`src/hw/tfsr_pkg.sv`:
```
// Constants and types for the tape formatter status and read port
// ------------------------------------------------------------------
// How it works
// Refuse non-clear commands while formatter or selected transport busy; flag and pulse.
// Also refuse reverse at load point, write without ring, external reject.
// Nine-track indicator low for nine-track unit, high for seven-track.
// Recording-method indicator low for NRZ unit, high for phase-encoded unit.
// Head-type indicator low for single gap, high for dual gap.
// Speed indicator low for low speed unit, high for high speed.
// Latch timing error low when a character is not moved in time.
// Phase-encoded: check error on correctable, uncorrectable, preamble, skew, dropout.
// Phase-encoded read: vertical parity without dropout pulses check line during strobe.
// NRZ: check error on longitudinal or vertical check failure.
// File-mark status low once a file mark is detected.
// Ready status low when selected transport is ready.
// Rewind status low while rewinding and until transport ready again.
// Write-protect status low when no write ring fitted.
// Load-point status low while at beginning of tape.
// Write-mode indicator low while writing a record.
// Read-mode indicator low while reading.
// Phase-encoded: identification status low on burst detected leaving load point.
// Corrected-error low on corrected single-track error; NRZ presents zero.
// Read data buffered, changes just before strobe, steady until next strobe.
// Transfer request rises at strobe end; acknowledge must come before next strobe.
// Adaptor may flag over-length records from extra strobes.
// Latched status persists until next accepted command or deselection.
// Transfer request cleared at leading edge of acknowledge.
// ------------------------------------------------------------------
package tfsr_pkg;
    localparam int CLK_HZ = 40000000;
    localparam int STROBE_NS = 100;
    localparam int STROBE_CYCLES = (STROBE_NS * (CLK_HZ / 1000000) + 999) / 1000;
    localparam int STROBE_W = 4;
    localparam logic [STROBE_W-1:0] STROBE_LEN = STROBE_CYCLES[STROBE_W-1:0];
    localparam logic [STROBE_W-1:0] STROBE_ZERO = 4'h0;
    localparam int DATA_W = 9;
    localparam logic [DATA_W-1:0] DATA_RESET = 9'h000;
    localparam logic ACT = 1'b0;
    localparam logic IDLE = 1'b1;

    typedef enum logic [1:0] {
        TFSR_CMD_CLEAR = 2'h0,
        TFSR_CMD_READ = 2'h1,
        TFSR_CMD_WRITE = 2'h2,
        TFSR_CMD_OTHER = 2'h3
    } tfsr_cmd_type;

    typedef enum logic [1:0] {
        TFSR_RD_IDLE = 2'h0,
        TFSR_RD_LEAD = 2'h1,
        TFSR_RD_STROBE = 2'h3
    } tfsr_rd_state_type;

    function automatic logic tfsr_lvl(input logic active);
        return active ? ACT : IDLE;
    endfunction : tfsr_lvl
endpackage : tfsr_pkg

```
`src/hw/tfsr_read_if.sv`:
```
// Link between read strobe generator and the top
`timescale 1ns/1ps
interface tfsr_read_if;
    logic strobe_active;
    logic strobe_end;
    logic strobe_start;
    modport gen (output strobe_active, output strobe_end, output strobe_start);
    modport use_side (input strobe_active, input strobe_end, input strobe_start);
endinterface : tfsr_read_if

```
`src/hw/tfsr_port.sv`:
```
// Status and read-data port toward the computer adaptor
`timescale 1ns/1ps
module tfsr_port
    import tfsr_pkg::*;
(
    input wire logic clk,
    input wire logic reset_n,
    input wire logic selected,
    input wire logic cmd_strobe,
    input wire tfsr_pkg::tfsr_cmd_type cmd_code,
    input wire logic cmd_reverse,
    input wire logic ext_reject,
    input wire logic formatter_busy,
    input wire logic unit_busy,
    input wire logic unit_nine_track,
    input wire logic unit_has_track_attr,
    input wire logic unit_phase_encoded,
    input wire logic unit_dual_gap,
    input wire logic unit_high_speed,
    input wire logic unit_ready,
    input wire logic unit_rewinding,
    input wire logic unit_no_ring,
    input wire logic unit_at_bot,
    input wire logic pe_mode,
    input wire logic writing,
    input wire logic reading,
    input wire logic write_due,
    input wire logic xfer_ack,
    input wire logic pe_correctable,
    input wire logic pe_uncorrectable,
    input wire logic pe_bad_amble,
    input wire logic pe_skew,
    input wire logic pe_multi_dropout,
    input wire logic pe_vert_no_dropout,
    input wire logic nrz_lrc_error,
    input wire logic nrz_vrc_error,
    input wire logic file_mark_detect,
    input wire logic id_burst_detect,
    input wire logic char_ready,
    input wire logic [DATA_W-1:0] char_in,
    output logic command_refused_pulse,
    output logic command_refused_status,
    output logic command_accepted,
    output logic nine_track_unit_flag,
    output logic recording_method_flag,
    output logic head_type_flag,
    output logic speed_flag,
    output logic transfer_late_error,
    output logic check_error_flag,
    output logic corrected_error_flag,
    output logic file_mark_seen,
    output logic ready_flag,
    output logic rewind_pending_flag,
    output logic write_protected_flag,
    output logic at_load_point,
    output logic write_mode_flag,
    output logic read_mode_flag,
    output logic id_burst_seen,
    output logic read_char_strobe,
    output logic transfer_request_n,
    output logic [DATA_W-1:0] read_data
);
    import tfsr_pkg::*;

    tfsr_read_if rd ();

    tfsr_strobe_gen u_strobe (
        .clk(clk),
        .reset_n(reset_n),
        .char_ready(char_ready),
        .rd(rd.gen)
    );

    logic refuse_now;
    logic accept_now;
    logic clear_latches;
    logic ack_d_reg;
    logic ack_lead;
    logic req_pending_reg;
    logic late_reg;
    logic check_reg;
    logic corr_reg;
    logic fm_reg;
    logic id_reg;
    logic rew_reg;
    logic pe_err;
    logic nrz_err;

    // ------------------------------------------------------------------
    // Command acceptance
    // ------------------------------------------------------------------
    always_comb begin
        refuse_now = 1'b0;
        if ((formatter_busy || unit_busy) && cmd_code != TFSR_CMD_CLEAR) begin
            refuse_now = 1'b1;
        end else if (cmd_reverse && unit_at_bot) begin
            refuse_now = 1'b1;
        end else if (cmd_code == TFSR_CMD_WRITE && unit_no_ring) begin
            refuse_now = 1'b1;
        end else if (ext_reject) begin
            refuse_now = 1'b1;
        end
    end

    assign accept_now = cmd_strobe && selected && !refuse_now;
    // Latches drop on an accepted command or when deselected
    assign clear_latches = accept_now || !selected;

    always_ff @(posedge clk) begin
        if (!reset_n) begin
            command_refused_pulse <= IDLE;
            command_refused_status <= IDLE;
            command_accepted <= 1'b0;
        end else begin
            command_refused_pulse <= tfsr_lvl(cmd_strobe && selected && refuse_now);
            command_accepted <= accept_now;
            if (cmd_strobe && selected && refuse_now) begin
                command_refused_status <= ACT;
            end else if (clear_latches) begin
                command_refused_status <= IDLE;
            end
        end
    end

    // ------------------------------------------------------------------
    // Transport attribute levels
    // ------------------------------------------------------------------
    always_ff @(posedge clk) begin
        if (!reset_n) begin
            nine_track_unit_flag <= IDLE;
            recording_method_flag <= ACT;
            head_type_flag <= ACT;
            speed_flag <= ACT;
            ready_flag <= IDLE;
            write_protected_flag <= IDLE;
            at_load_point <= IDLE;
        end else begin
            // Without the attribute the line stays released
            nine_track_unit_flag <= tfsr_lvl(selected && unit_has_track_attr
                                             && unit_nine_track);
            recording_method_flag <= selected && unit_phase_encoded;
            head_type_flag <= selected && unit_dual_gap;
            speed_flag <= selected && unit_high_speed;
            ready_flag <= tfsr_lvl(selected && unit_ready);
            write_protected_flag <= tfsr_lvl(selected && unit_no_ring);
            at_load_point <= tfsr_lvl(selected && unit_at_bot);
        end
    end

    // ------------------------------------------------------------------
    // Mode indicators
    // ------------------------------------------------------------------
    always_ff @(posedge clk) begin
        if (!reset_n) begin
            write_mode_flag <= IDLE;
            read_mode_flag <= IDLE;
        end else begin
            write_mode_flag <= tfsr_lvl(selected && writing);
            read_mode_flag <= tfsr_lvl(selected && reading);
        end
    end

    // ------------------------------------------------------------------
    // Rewind status holds until the unit is ready again
    // ------------------------------------------------------------------
    always_ff @(posedge clk) begin
        if (!reset_n) begin
            rew_reg <= 1'b0;
        end else if (unit_rewinding) begin
            rew_reg <= 1'b1;
        end else if (unit_ready) begin
            rew_reg <= 1'b0;
        end
    end

    always_ff @(posedge clk) begin
        if (!reset_n) begin
            rewind_pending_flag <= IDLE;
        end else begin
            rewind_pending_flag <= tfsr_lvl(selected && (rew_reg || unit_rewinding));
        end
    end

    // ------------------------------------------------------------------
    // Transfer request and timing error
    // ------------------------------------------------------------------
    always_ff @(posedge clk) begin
        if (!reset_n) begin
            ack_d_reg <= 1'b0;
        end else begin
            ack_d_reg <= xfer_ack;
        end
    end

    assign ack_lead = xfer_ack && !ack_d_reg;

    always_ff @(posedge clk) begin
        if (!reset_n) begin
            req_pending_reg <= 1'b0;
        end else if (rd.strobe_end || write_due) begin
            req_pending_reg <= 1'b1;
        end else if (ack_lead) begin
            req_pending_reg <= 1'b0;
        end
    end

    // A new due point with the request still open is a late transfer
    always_ff @(posedge clk) begin
        if (!reset_n) begin
            late_reg <= 1'b0;
        end else if (req_pending_reg && !ack_lead
                     && ((rd.strobe_start && reading) || write_due)) begin
            late_reg <= 1'b1;
        end else if (clear_latches) begin
            late_reg <= 1'b0;
        end
    end

    // ------------------------------------------------------------------
    // Error, file mark and identification latches
    // ------------------------------------------------------------------
    assign pe_err = pe_correctable || pe_uncorrectable || pe_bad_amble
                    || pe_skew || pe_multi_dropout;
    assign nrz_err = nrz_lrc_error || nrz_vrc_error;

    // Events on the same edge as a clear are kept
    always_ff @(posedge clk) begin
        if (!reset_n) begin
            check_reg <= 1'b0;
            corr_reg <= 1'b0;
            fm_reg <= 1'b0;
            id_reg <= 1'b0;
        end else begin
            if (pe_mode ? pe_err : nrz_err) begin
                check_reg <= 1'b1;
            end else if (clear_latches) begin
                check_reg <= 1'b0;
            end
            if (pe_mode && pe_correctable) begin
                corr_reg <= 1'b1;
            end else if (clear_latches) begin
                corr_reg <= 1'b0;
            end
            if (file_mark_detect) begin
                fm_reg <= 1'b1;
            end else if (clear_latches) begin
                fm_reg <= 1'b0;
            end
            if (pe_mode && id_burst_detect && unit_at_bot) begin
                id_reg <= 1'b1;
            end else if (clear_latches) begin
                id_reg <= 1'b0;
            end
        end
    end

    always_ff @(posedge clk) begin
        if (!reset_n) begin
            transfer_late_error <= IDLE;
            check_error_flag <= IDLE;
            corrected_error_flag <= ACT;
            file_mark_seen <= IDLE;
            id_burst_seen <= IDLE;
        end else begin
            transfer_late_error <= tfsr_lvl(late_reg);
            // Tag pulse only during the strobe of the suspect character
            check_error_flag <= tfsr_lvl(check_reg || (pe_mode && reading
                                && pe_vert_no_dropout && rd.strobe_active));
            // NRZ leaves the line at logic zero
            corrected_error_flag <= pe_mode ? tfsr_lvl(corr_reg) : ACT;
            file_mark_seen <= tfsr_lvl(fm_reg);
            id_burst_seen <= pe_mode ? tfsr_lvl(id_reg) : ACT;
        end
    end

    // ------------------------------------------------------------------
    // Read data buffer and strobe
    // ------------------------------------------------------------------
    always_ff @(posedge clk) begin
        if (!reset_n) begin
            read_data <= DATA_RESET;
        end else if (rd.strobe_start) begin
            read_data <= char_in;
        end
    end

    always_ff @(posedge clk) begin
        if (!reset_n) begin
            read_char_strobe <= IDLE;
            transfer_request_n <= IDLE;
        end else begin
            read_char_strobe <= tfsr_lvl(rd.strobe_active);
            // Request releases on the ack's leading edge unless a strobe end or write due point lands in the same cycle
            transfer_request_n <= tfsr_lvl(req_pending_reg
                                  && !(ack_lead && !rd.strobe_end
                                  && !write_due));
        end
    end
endmodule : tfsr_port

```
`src/hw/tfsr_strobe_gen.sv`:
```
// Read strobe timing generator
`timescale 1ns/1ps
module tfsr_strobe_gen
    import tfsr_pkg::*;
(
    input wire logic clk,
    input wire logic reset_n,
    input wire logic char_ready,
    tfsr_read_if.gen rd
);
    tfsr_rd_state_type state_reg;
    logic [STROBE_W-1:0] count_reg;

    always_ff @(posedge clk) begin
        if (!reset_n) begin
            state_reg <= TFSR_RD_IDLE;
            count_reg <= STROBE_ZERO;
        end else begin
            case (state_reg)
                TFSR_RD_IDLE: begin
                    if (char_ready) begin
                        state_reg <= TFSR_RD_LEAD;
                    end
                end
                TFSR_RD_LEAD: begin
                    state_reg <= TFSR_RD_STROBE;
                    count_reg <= STROBE_LEN;
                end
                TFSR_RD_STROBE: begin
                    if (count_reg == STROBE_ZERO + 4'h1) begin
                        state_reg <= TFSR_RD_IDLE;
                    end
                    count_reg <= count_reg - 4'h1;
                end
                default: state_reg <= TFSR_RD_IDLE;
            endcase
        end
    end

    // Data loads in LEAD, one cycle ahead of the strobe
    assign rd.strobe_start = (state_reg == TFSR_RD_LEAD);
    assign rd.strobe_active = (state_reg == TFSR_RD_STROBE);
    assign rd.strobe_end = (state_reg == TFSR_RD_STROBE) && (count_reg == 4'h1);
endmodule : tfsr_strobe_gen

```
`config.mk`:
```
export PLATFORM = sky130hd
export DESIGN_NAME = tfsr_port
export DESIGN_NICKNAME = d
export VERILOG_FILES = /design/src/hw/tfsr_pkg.sv /design/src/hw/tfsr_read_if.sv /design/src/hw/tfsr_port.sv /design/src/hw/tfsr_strobe_gen.sv
export SDC_FILE = /design/constraint.sdc
export NUM_CORES = 1
export LEC_CHECK = 0
export BUFFER_PORTS_ARGS = -buffer_cell sky130_fd_sc_hd__clkbuf_2
export CAP_MARGIN = 20
export CORE_MARGIN = 1.5
export CORE_UTILIZATION = 45
export DETAILED_ROUTE_END_ITERATION = 8
export PLACE_DENSITY = 0.86
export SETUP_SLACK_MARGIN = 0.05
export SKIP_LAST_GASP = 1
export SYNTH_ARGS = -nofsm -noshare
export SYNTH_HDL_FRONTEND = slang
export SYNTH_SLANG_ARGS = --single-unit
```
`constraint.sdc`:
```
create_clock -name clk -period 2.2 [get_ports clk]
set_clock_uncertainty 0.15 [all_clocks]
set_input_delay 0.22 -clock clk [delete_from_list [all_inputs] [get_ports clk]]
set_output_delay 0.22 -clock clk [all_outputs]
set_load 0.01 [all_outputs]
```
==> results of run 1 <==
## routing by layer
| layer | vias to the layer above | track usage (%) |
|---|---|---|
| met5 | - | 0 |
| met2 | 47 | 35.9 |
| met4 | 0 | 10.2 |
| li1 | 721 | - |
| met3 | 10 | 7.25 |
| met1 | 643 | 23.6 |
## synth_stat cells, drive strengths merged, types with 2 or more instances
cell	instances	area, um2
a21oi	14	70.1
a22o	2	17.5
and2	2	12.5
and3	3	18.8
buf	8	45.0
dfxtp	43	861
ha	2	25.0
inv	8	30.0
nand2	31	116
nand3	7	35.0
nor2	8	30.0
nor3	3	20.0
o21ai	6	30.0
o22ai	2	18.8
o2bb2ai	2	17.5
## metrics by stage
step	area [um2]	setup WS (ns)	instances	util [%]	power, W
after floorplan	1510	0.759	156	-	0.000973
after global placement	1880	0.732	265	60.7	0.00105
after detailed placement	1880	0.709	265	60.7	0.00106
after CTS	2200	0.688	298	71.0	0.00150
after global routing	2200	0.591	298	71.0	0.00157
final	2200	0.624	298	71.0	0.00149
## worst paths after layout
| path | startpoint | to | depth (start not counted) |
|---|---|---|---|
| worst max-delay path | unit_at_bot | check_reg | 5 |
| worst max register to register | u_strobe.count_reg[1] | req_pending_reg | 5 |
| worst min register to register | late_reg | transfer_late_error | 1 |
| worst min-delay path | selected | recording_method_flag | 2 |
## kinds of logic (layout without fill, tap and decap cells)
group,count (synthesis),count (layout),share of synthesized area [%]
AOI/OAI and AO/OA,35,35,16.4
xor gates and xnor gates,1,1,0.582
adders and majority gates,2,2,1.66
buffers and inverters,16,114,4.99
DFF,43,43,57.2
and+or+nand+nor,59,59,19.2
## critical path: stages
cell	delay, ns
dlygate4sd3_1	0.57
clkbuf_2	0.14
a21oi_1	0.21
a41oi_2	0.25
a22o_1	0.29
## cell type report
class / count / area share (%)
clock buffer: 8 / 3.13
multi-input combinational: 97 / 25.9
tap: 44 / 2.50
inverter: 8 / 1.36
sequential: 43 / 39.1
timing repair buffer: 98 / 28.1
## power groups by stage
| stage | registers (W) | clock network (W) | logic [W] |
|---|---|---|---|
| finish | 0.000853 | 0.000419 | 0.000222 |
| global route | 0.000859 | 0.000471 | 0.000244 |
| CTS | 0.000853 | 0.000428 | 0.000220 |
| detailed placement | 0.000870 | 0 | 0.000186 |
| global placement | 0.000869 | 0 | 0.000181 |
| floorplan | 0.000875 | 0 | 0.0000980 |
## layout by cell type (no fill, tap or decap), types with 3 or more instances in the layout
master,n
nand3_1,7
clkbuf_2,72
dlygate4sd3_1,25
and3_1,3
o21ai_0,6
dfxtp_1,43
inv_1,8
a21oi_1,14
clkbuf_4,5
nor2_1,8
nand2_1,31
==> results.cfg, run 1 <==
[outcome]
outcome = finished clean

[clocking]
cts_setup_buffers = 0
cts_sinks = 43
clk_path_buf_depth = 2
clk_latency_ns = 0.34
post_cts_resized = 0
root_buffer = clkbuf_4
path_clk_slew_ns = 0.11
cts_tree = done
numCtsBuffers = 5
postCtsHoldBufs = 25
htreeDepth = 2

[finish]
regArea_um2 = 861
area_delta_synth_final_pct = 46.3
diodes = 0
drive_gt1_share_pct = 34.6
fill_cells = 221
largest_register_ffs = 9
nets = 299
multi_input_area_um2 = 569

[pwr]
p_sw_share_pct = 24.4
irDropWorstVdd_uv = 500
p_per_area_nw_per_um2 = 678
p_clk_share_pct = 28.1
leakagePower_nw = 1.01
seq_power_share_pct = 57.1
p_sw_w = 0.000365
p_int_w = 0.00113
pwr-share-comb_pct = 14.8

[placed_design]
io_buffers = 72
dp_hpwl_um = 2290
gp_congestion = 0.892

[global_routing]
antenna_found_initial = 0
grt_use_total_pct = 21.1
grt_overflow = 0
grt_max_degree = 21
grt_pass1_wl_um = 5550
grt_pass1_vias = 1276

[routing]
wl_met2_um = 1940
wl_per_cell_um = 12.2
dr_total_vias = 1421
drtAntennaViolNets = 0
dr.pass1.iters = 4
wl_um = 3620
dr.max_layer_used = met4
drt_iter0_markers = 54
met1_length_um = 1420
drt-vias-per-instance = 4.77
drcViolationCount = 0
dr_wl_met3_um = 164

[logic_synthesis]
yosysUniqueCellTypes = 33
ys.warnings.count = 0
netlist_area_um2 = 1510
syn_inst = 156
ys_ff_latch = 43
synth.avg_cell_area_um2 = 9.65
synthFlopType = dfxtp_1
ys_seq_area_share_pct = 57.2
synth_edf_count = 0
syn_nets = 202
synth_async_sr_flop_share_pct = 0

[sta]
period_share_pct = 71.6
tns_ns = 0
slew_violations = 0
worst_slew_pin_slew_ns = 0.492
hold_viol_final = 0
fmax_mhz = 635
slew-limit-headroom_pct = 67.2
rsz0062_at_grt = no
finalSetupViolCount = 0
period_needed_ns = 1.58
whs_ns = 0.00687

[floorplanning]
die_area_um2 = 3700
die_w_um = 60.8
rows = 20
core-area_um2 = 3100
fp.dieH_um = 60.8
start_util_pct = 48.5
io_pins = 73

[critical_path]
ff2ff_setup_slack_ns = 0.69
worstPathArrival_ns = 1.68
cp-end-kind = flop
required_ns = 2.30
cp_max_fo = 6
start_kind = input pin
crit_type = in2reg

[min_path]
hold_path_class = in2reg

[job]
maxCapViolCount = 0
Power figures use the tool's default switching activity.
==> run 2, diff against run 1 <==
- ABC_AREA: not set -> 1
- CORE_UTILIZATION: 45 -> 40
- PLACE_DENSITY: 0.86 -> 0.81
- clock period: 2.2 -> 1.3 ns (I/O delays scaled with it)
==> results.cfg, run 2 <==
[outcome]
outcome = finished clean

[logic_synthesis]
synthFlopType = dfxtp_1
netlist_area_um2 = 1530
ys.warnings.count = 0
yosysTopAreaCell = dfxtp_1
syn_nets = 232
yosysMostFrequentCell = dfxtp_1
synth.avg_cell_area_um2 = 8.20
ys_seq_area_share_pct = 56.4
synth_top_area_share_pct = 56.4
synthTopCellsByArea = dfxtp_1 (56%), nand2_1 (8.4%), nor2_1 (8.1%), inv_1 (5.7%), nand3_1 (3.6%)
synth_top_cells_by_count = dfxtp_1 (43), nand2_1 (34), nor2_1 (33)
ys_ff_latch = 43
yosysUniqueCellTypes = 24
synth_async_sr_flop_share_pct = 0
synth_edf_count = 0
syn_inst = 186

[critical_path]
rr_startpoint = u_strobe.count_reg[1]
worstPathArrival_ns = 1.25
cp-end-kind = flop
start_kind = input pin
critPathLaunch = pe_bad_amble
cp_max_fo = 1
required_ns = 1.34
crit_type = in2reg

[clocking]
root_buffer = clkbuf_8
cts_setup_buffers = 0
clk_path_buf_depth = 2
cts_sinks = 43
path_clk_slew_ns = 0.08
clk_latency_ns = 0.30
cts_tree = done
htreeDepth = 2
numCtsBuffers = 5

[floorplanning]
rows = 22
die_w_um = 64.8
die_area_um2 = 4190
io_pins = 73
start_util_pct = 41.7
fp.dieH_um = 64.8
core-area_um2 = 3660

[routing]
drt-vias-per-instance = 4.59
drt_iter0_markers = 77
wl_per_cell_um = 12.0
drtAntennaViolNets = 0
dr.pass1.iters = 4
wl_um = 4100
dr_total_vias = 1564
drcViolationCount = 0

[finish]
regArea_um2 = 863
instances_no_fill = 341
area_delta_synth_final_pct = 55.4
drive_gt1_share_pct = 32.1
diodes = 0
final_cell_mix = clkbuf_2 (69), dfxtp_1 (41), nand2_1 (34)
multi_input_area_um2 = 541
fill_cells = 297
nets = 338
largest_register_ffs = 9
layout_commonest_cell = clkbuf_2

[global_routing]
antenna_found_initial = 0
grt_pass1_vias = 1486
grt_use_total_pct = 19.6
grt_overflow = 0
grt_max_degree = 15
grt_pass1_wl_um = 6250

[sta]
fmax_mhz = 830
period_share_pct = 92.7
tns_ns = 0
rsz0062_at_grt = yes
period_needed_ns = 1.21
slew_violations = 0
hold_viol_final = 0
worst_slack_ns = 0.0948
slew-limit-headroom_pct = 76.4
worst_slew_pin_slew_ns = 0.353
finalSetupViolCount = 0

[pwr]
p_per_area_nw_per_um2 = 1230
p_sw_share_pct = 24.8
p_int_w = 0.00219
pwr-share-comb_pct = 14.9
leakagePower_nw = 1.20
p_sw_w = 0.000721
irDropWorstVdd_uv = 579
p_clk_share_pct = 35.4
power_w = 0.00291
seq_power_share_pct = 49.7

[placed_design]
pre_cts_ws_ns = 0.0153
dp_cells = 303
io_buffers = 72
gp_congestion = 0.798
dp_hpwl_um = 2450

[min_path]
hold_path_class = in2reg
holdCritStartpoint = reset_n

[job]
maxCapViolCount = 0
-- run 2: metrics by stage --
step	instance area (um2)	util (%)	hold slack (ns)
global placement	1920	52.5	0.138
finish	2370	64.7	0.0204
floorplan	1530	-	0.0490
detailed placement	1920	52.5	0.142
CTS	2370	64.7	0.00588
global route	2370	64.7	0.0585
-- run 2: cell type report --
type                            count  share of cell area (%)
Timing Repair Buffer              104                    29.1
Sequential cell                    43                    36.4
Clock buffer                        5                    2.90
Clock inverter                      3                    1.85
Tap cell                           48                    2.53
Multi-Input combinational cell    112                    22.8
Inverter                           26                    4.33
-- run 2: worst paths after layout --
path,to,slack (ns),depth (start not counted)
setup reg to reg,req_pending_reg,0.11,8
hold / removal,check_error_flag,0.02,2
setup / recovery,check_reg,0.09,6
hold reg to reg,file_mark_seen,0.24,1
-- run 2: timing repair --
| item | in CTS | in global routing |
|---|---|---|
| resized for setup | 1 | 9 |
| hold buffers | 33 | 0 |
| setup endpoints to repair | 1 | 12 |
| endpoints found under the hold margin | 30 | 0 |
| pin swaps | 0 | 4 |
-- run 2: critical path, cell delays in order --
cell,delay [ns]
dlygate4sd3_1,0.54
clkbuf_2,0.11
nor2_2,0.09
nand2_1,0.07
o31ai_2,0.24
nand2_1,0.06
-- run 2: power groups by stage --
stage	Combinational, W	Sequential (W)	Clock, W
detailed placement	0.000342	0.00147	0
global route	0.000480	0.00145	0.00109
global placement	0.000335	0.00147	0
floorplan	0.000170	0.00149	0
finish	0.000432	0.00144	0.00103
CTS	0.000423	0.00144	0.00104
-- run 2: cell families after synthesis --
kind of cell / share of synthesized area (%)
buf+inv: 9.27
compound gates: 9.85
flops: 56.4
simple gates: 22.8
fa+ha+maj: 1.64
-- run 2: per-layer routing --
layer / global-route usage (%) / share of wire, % / vias to the layer above
met4: 12.5 / 3.2 / 0
met5: 0 / 0 / -
met1: 21.6 / 40 / 688
li1: - / - / 795
met3: 3.99 / 6.6 / 13
met2: 34.3 / 50 / 68
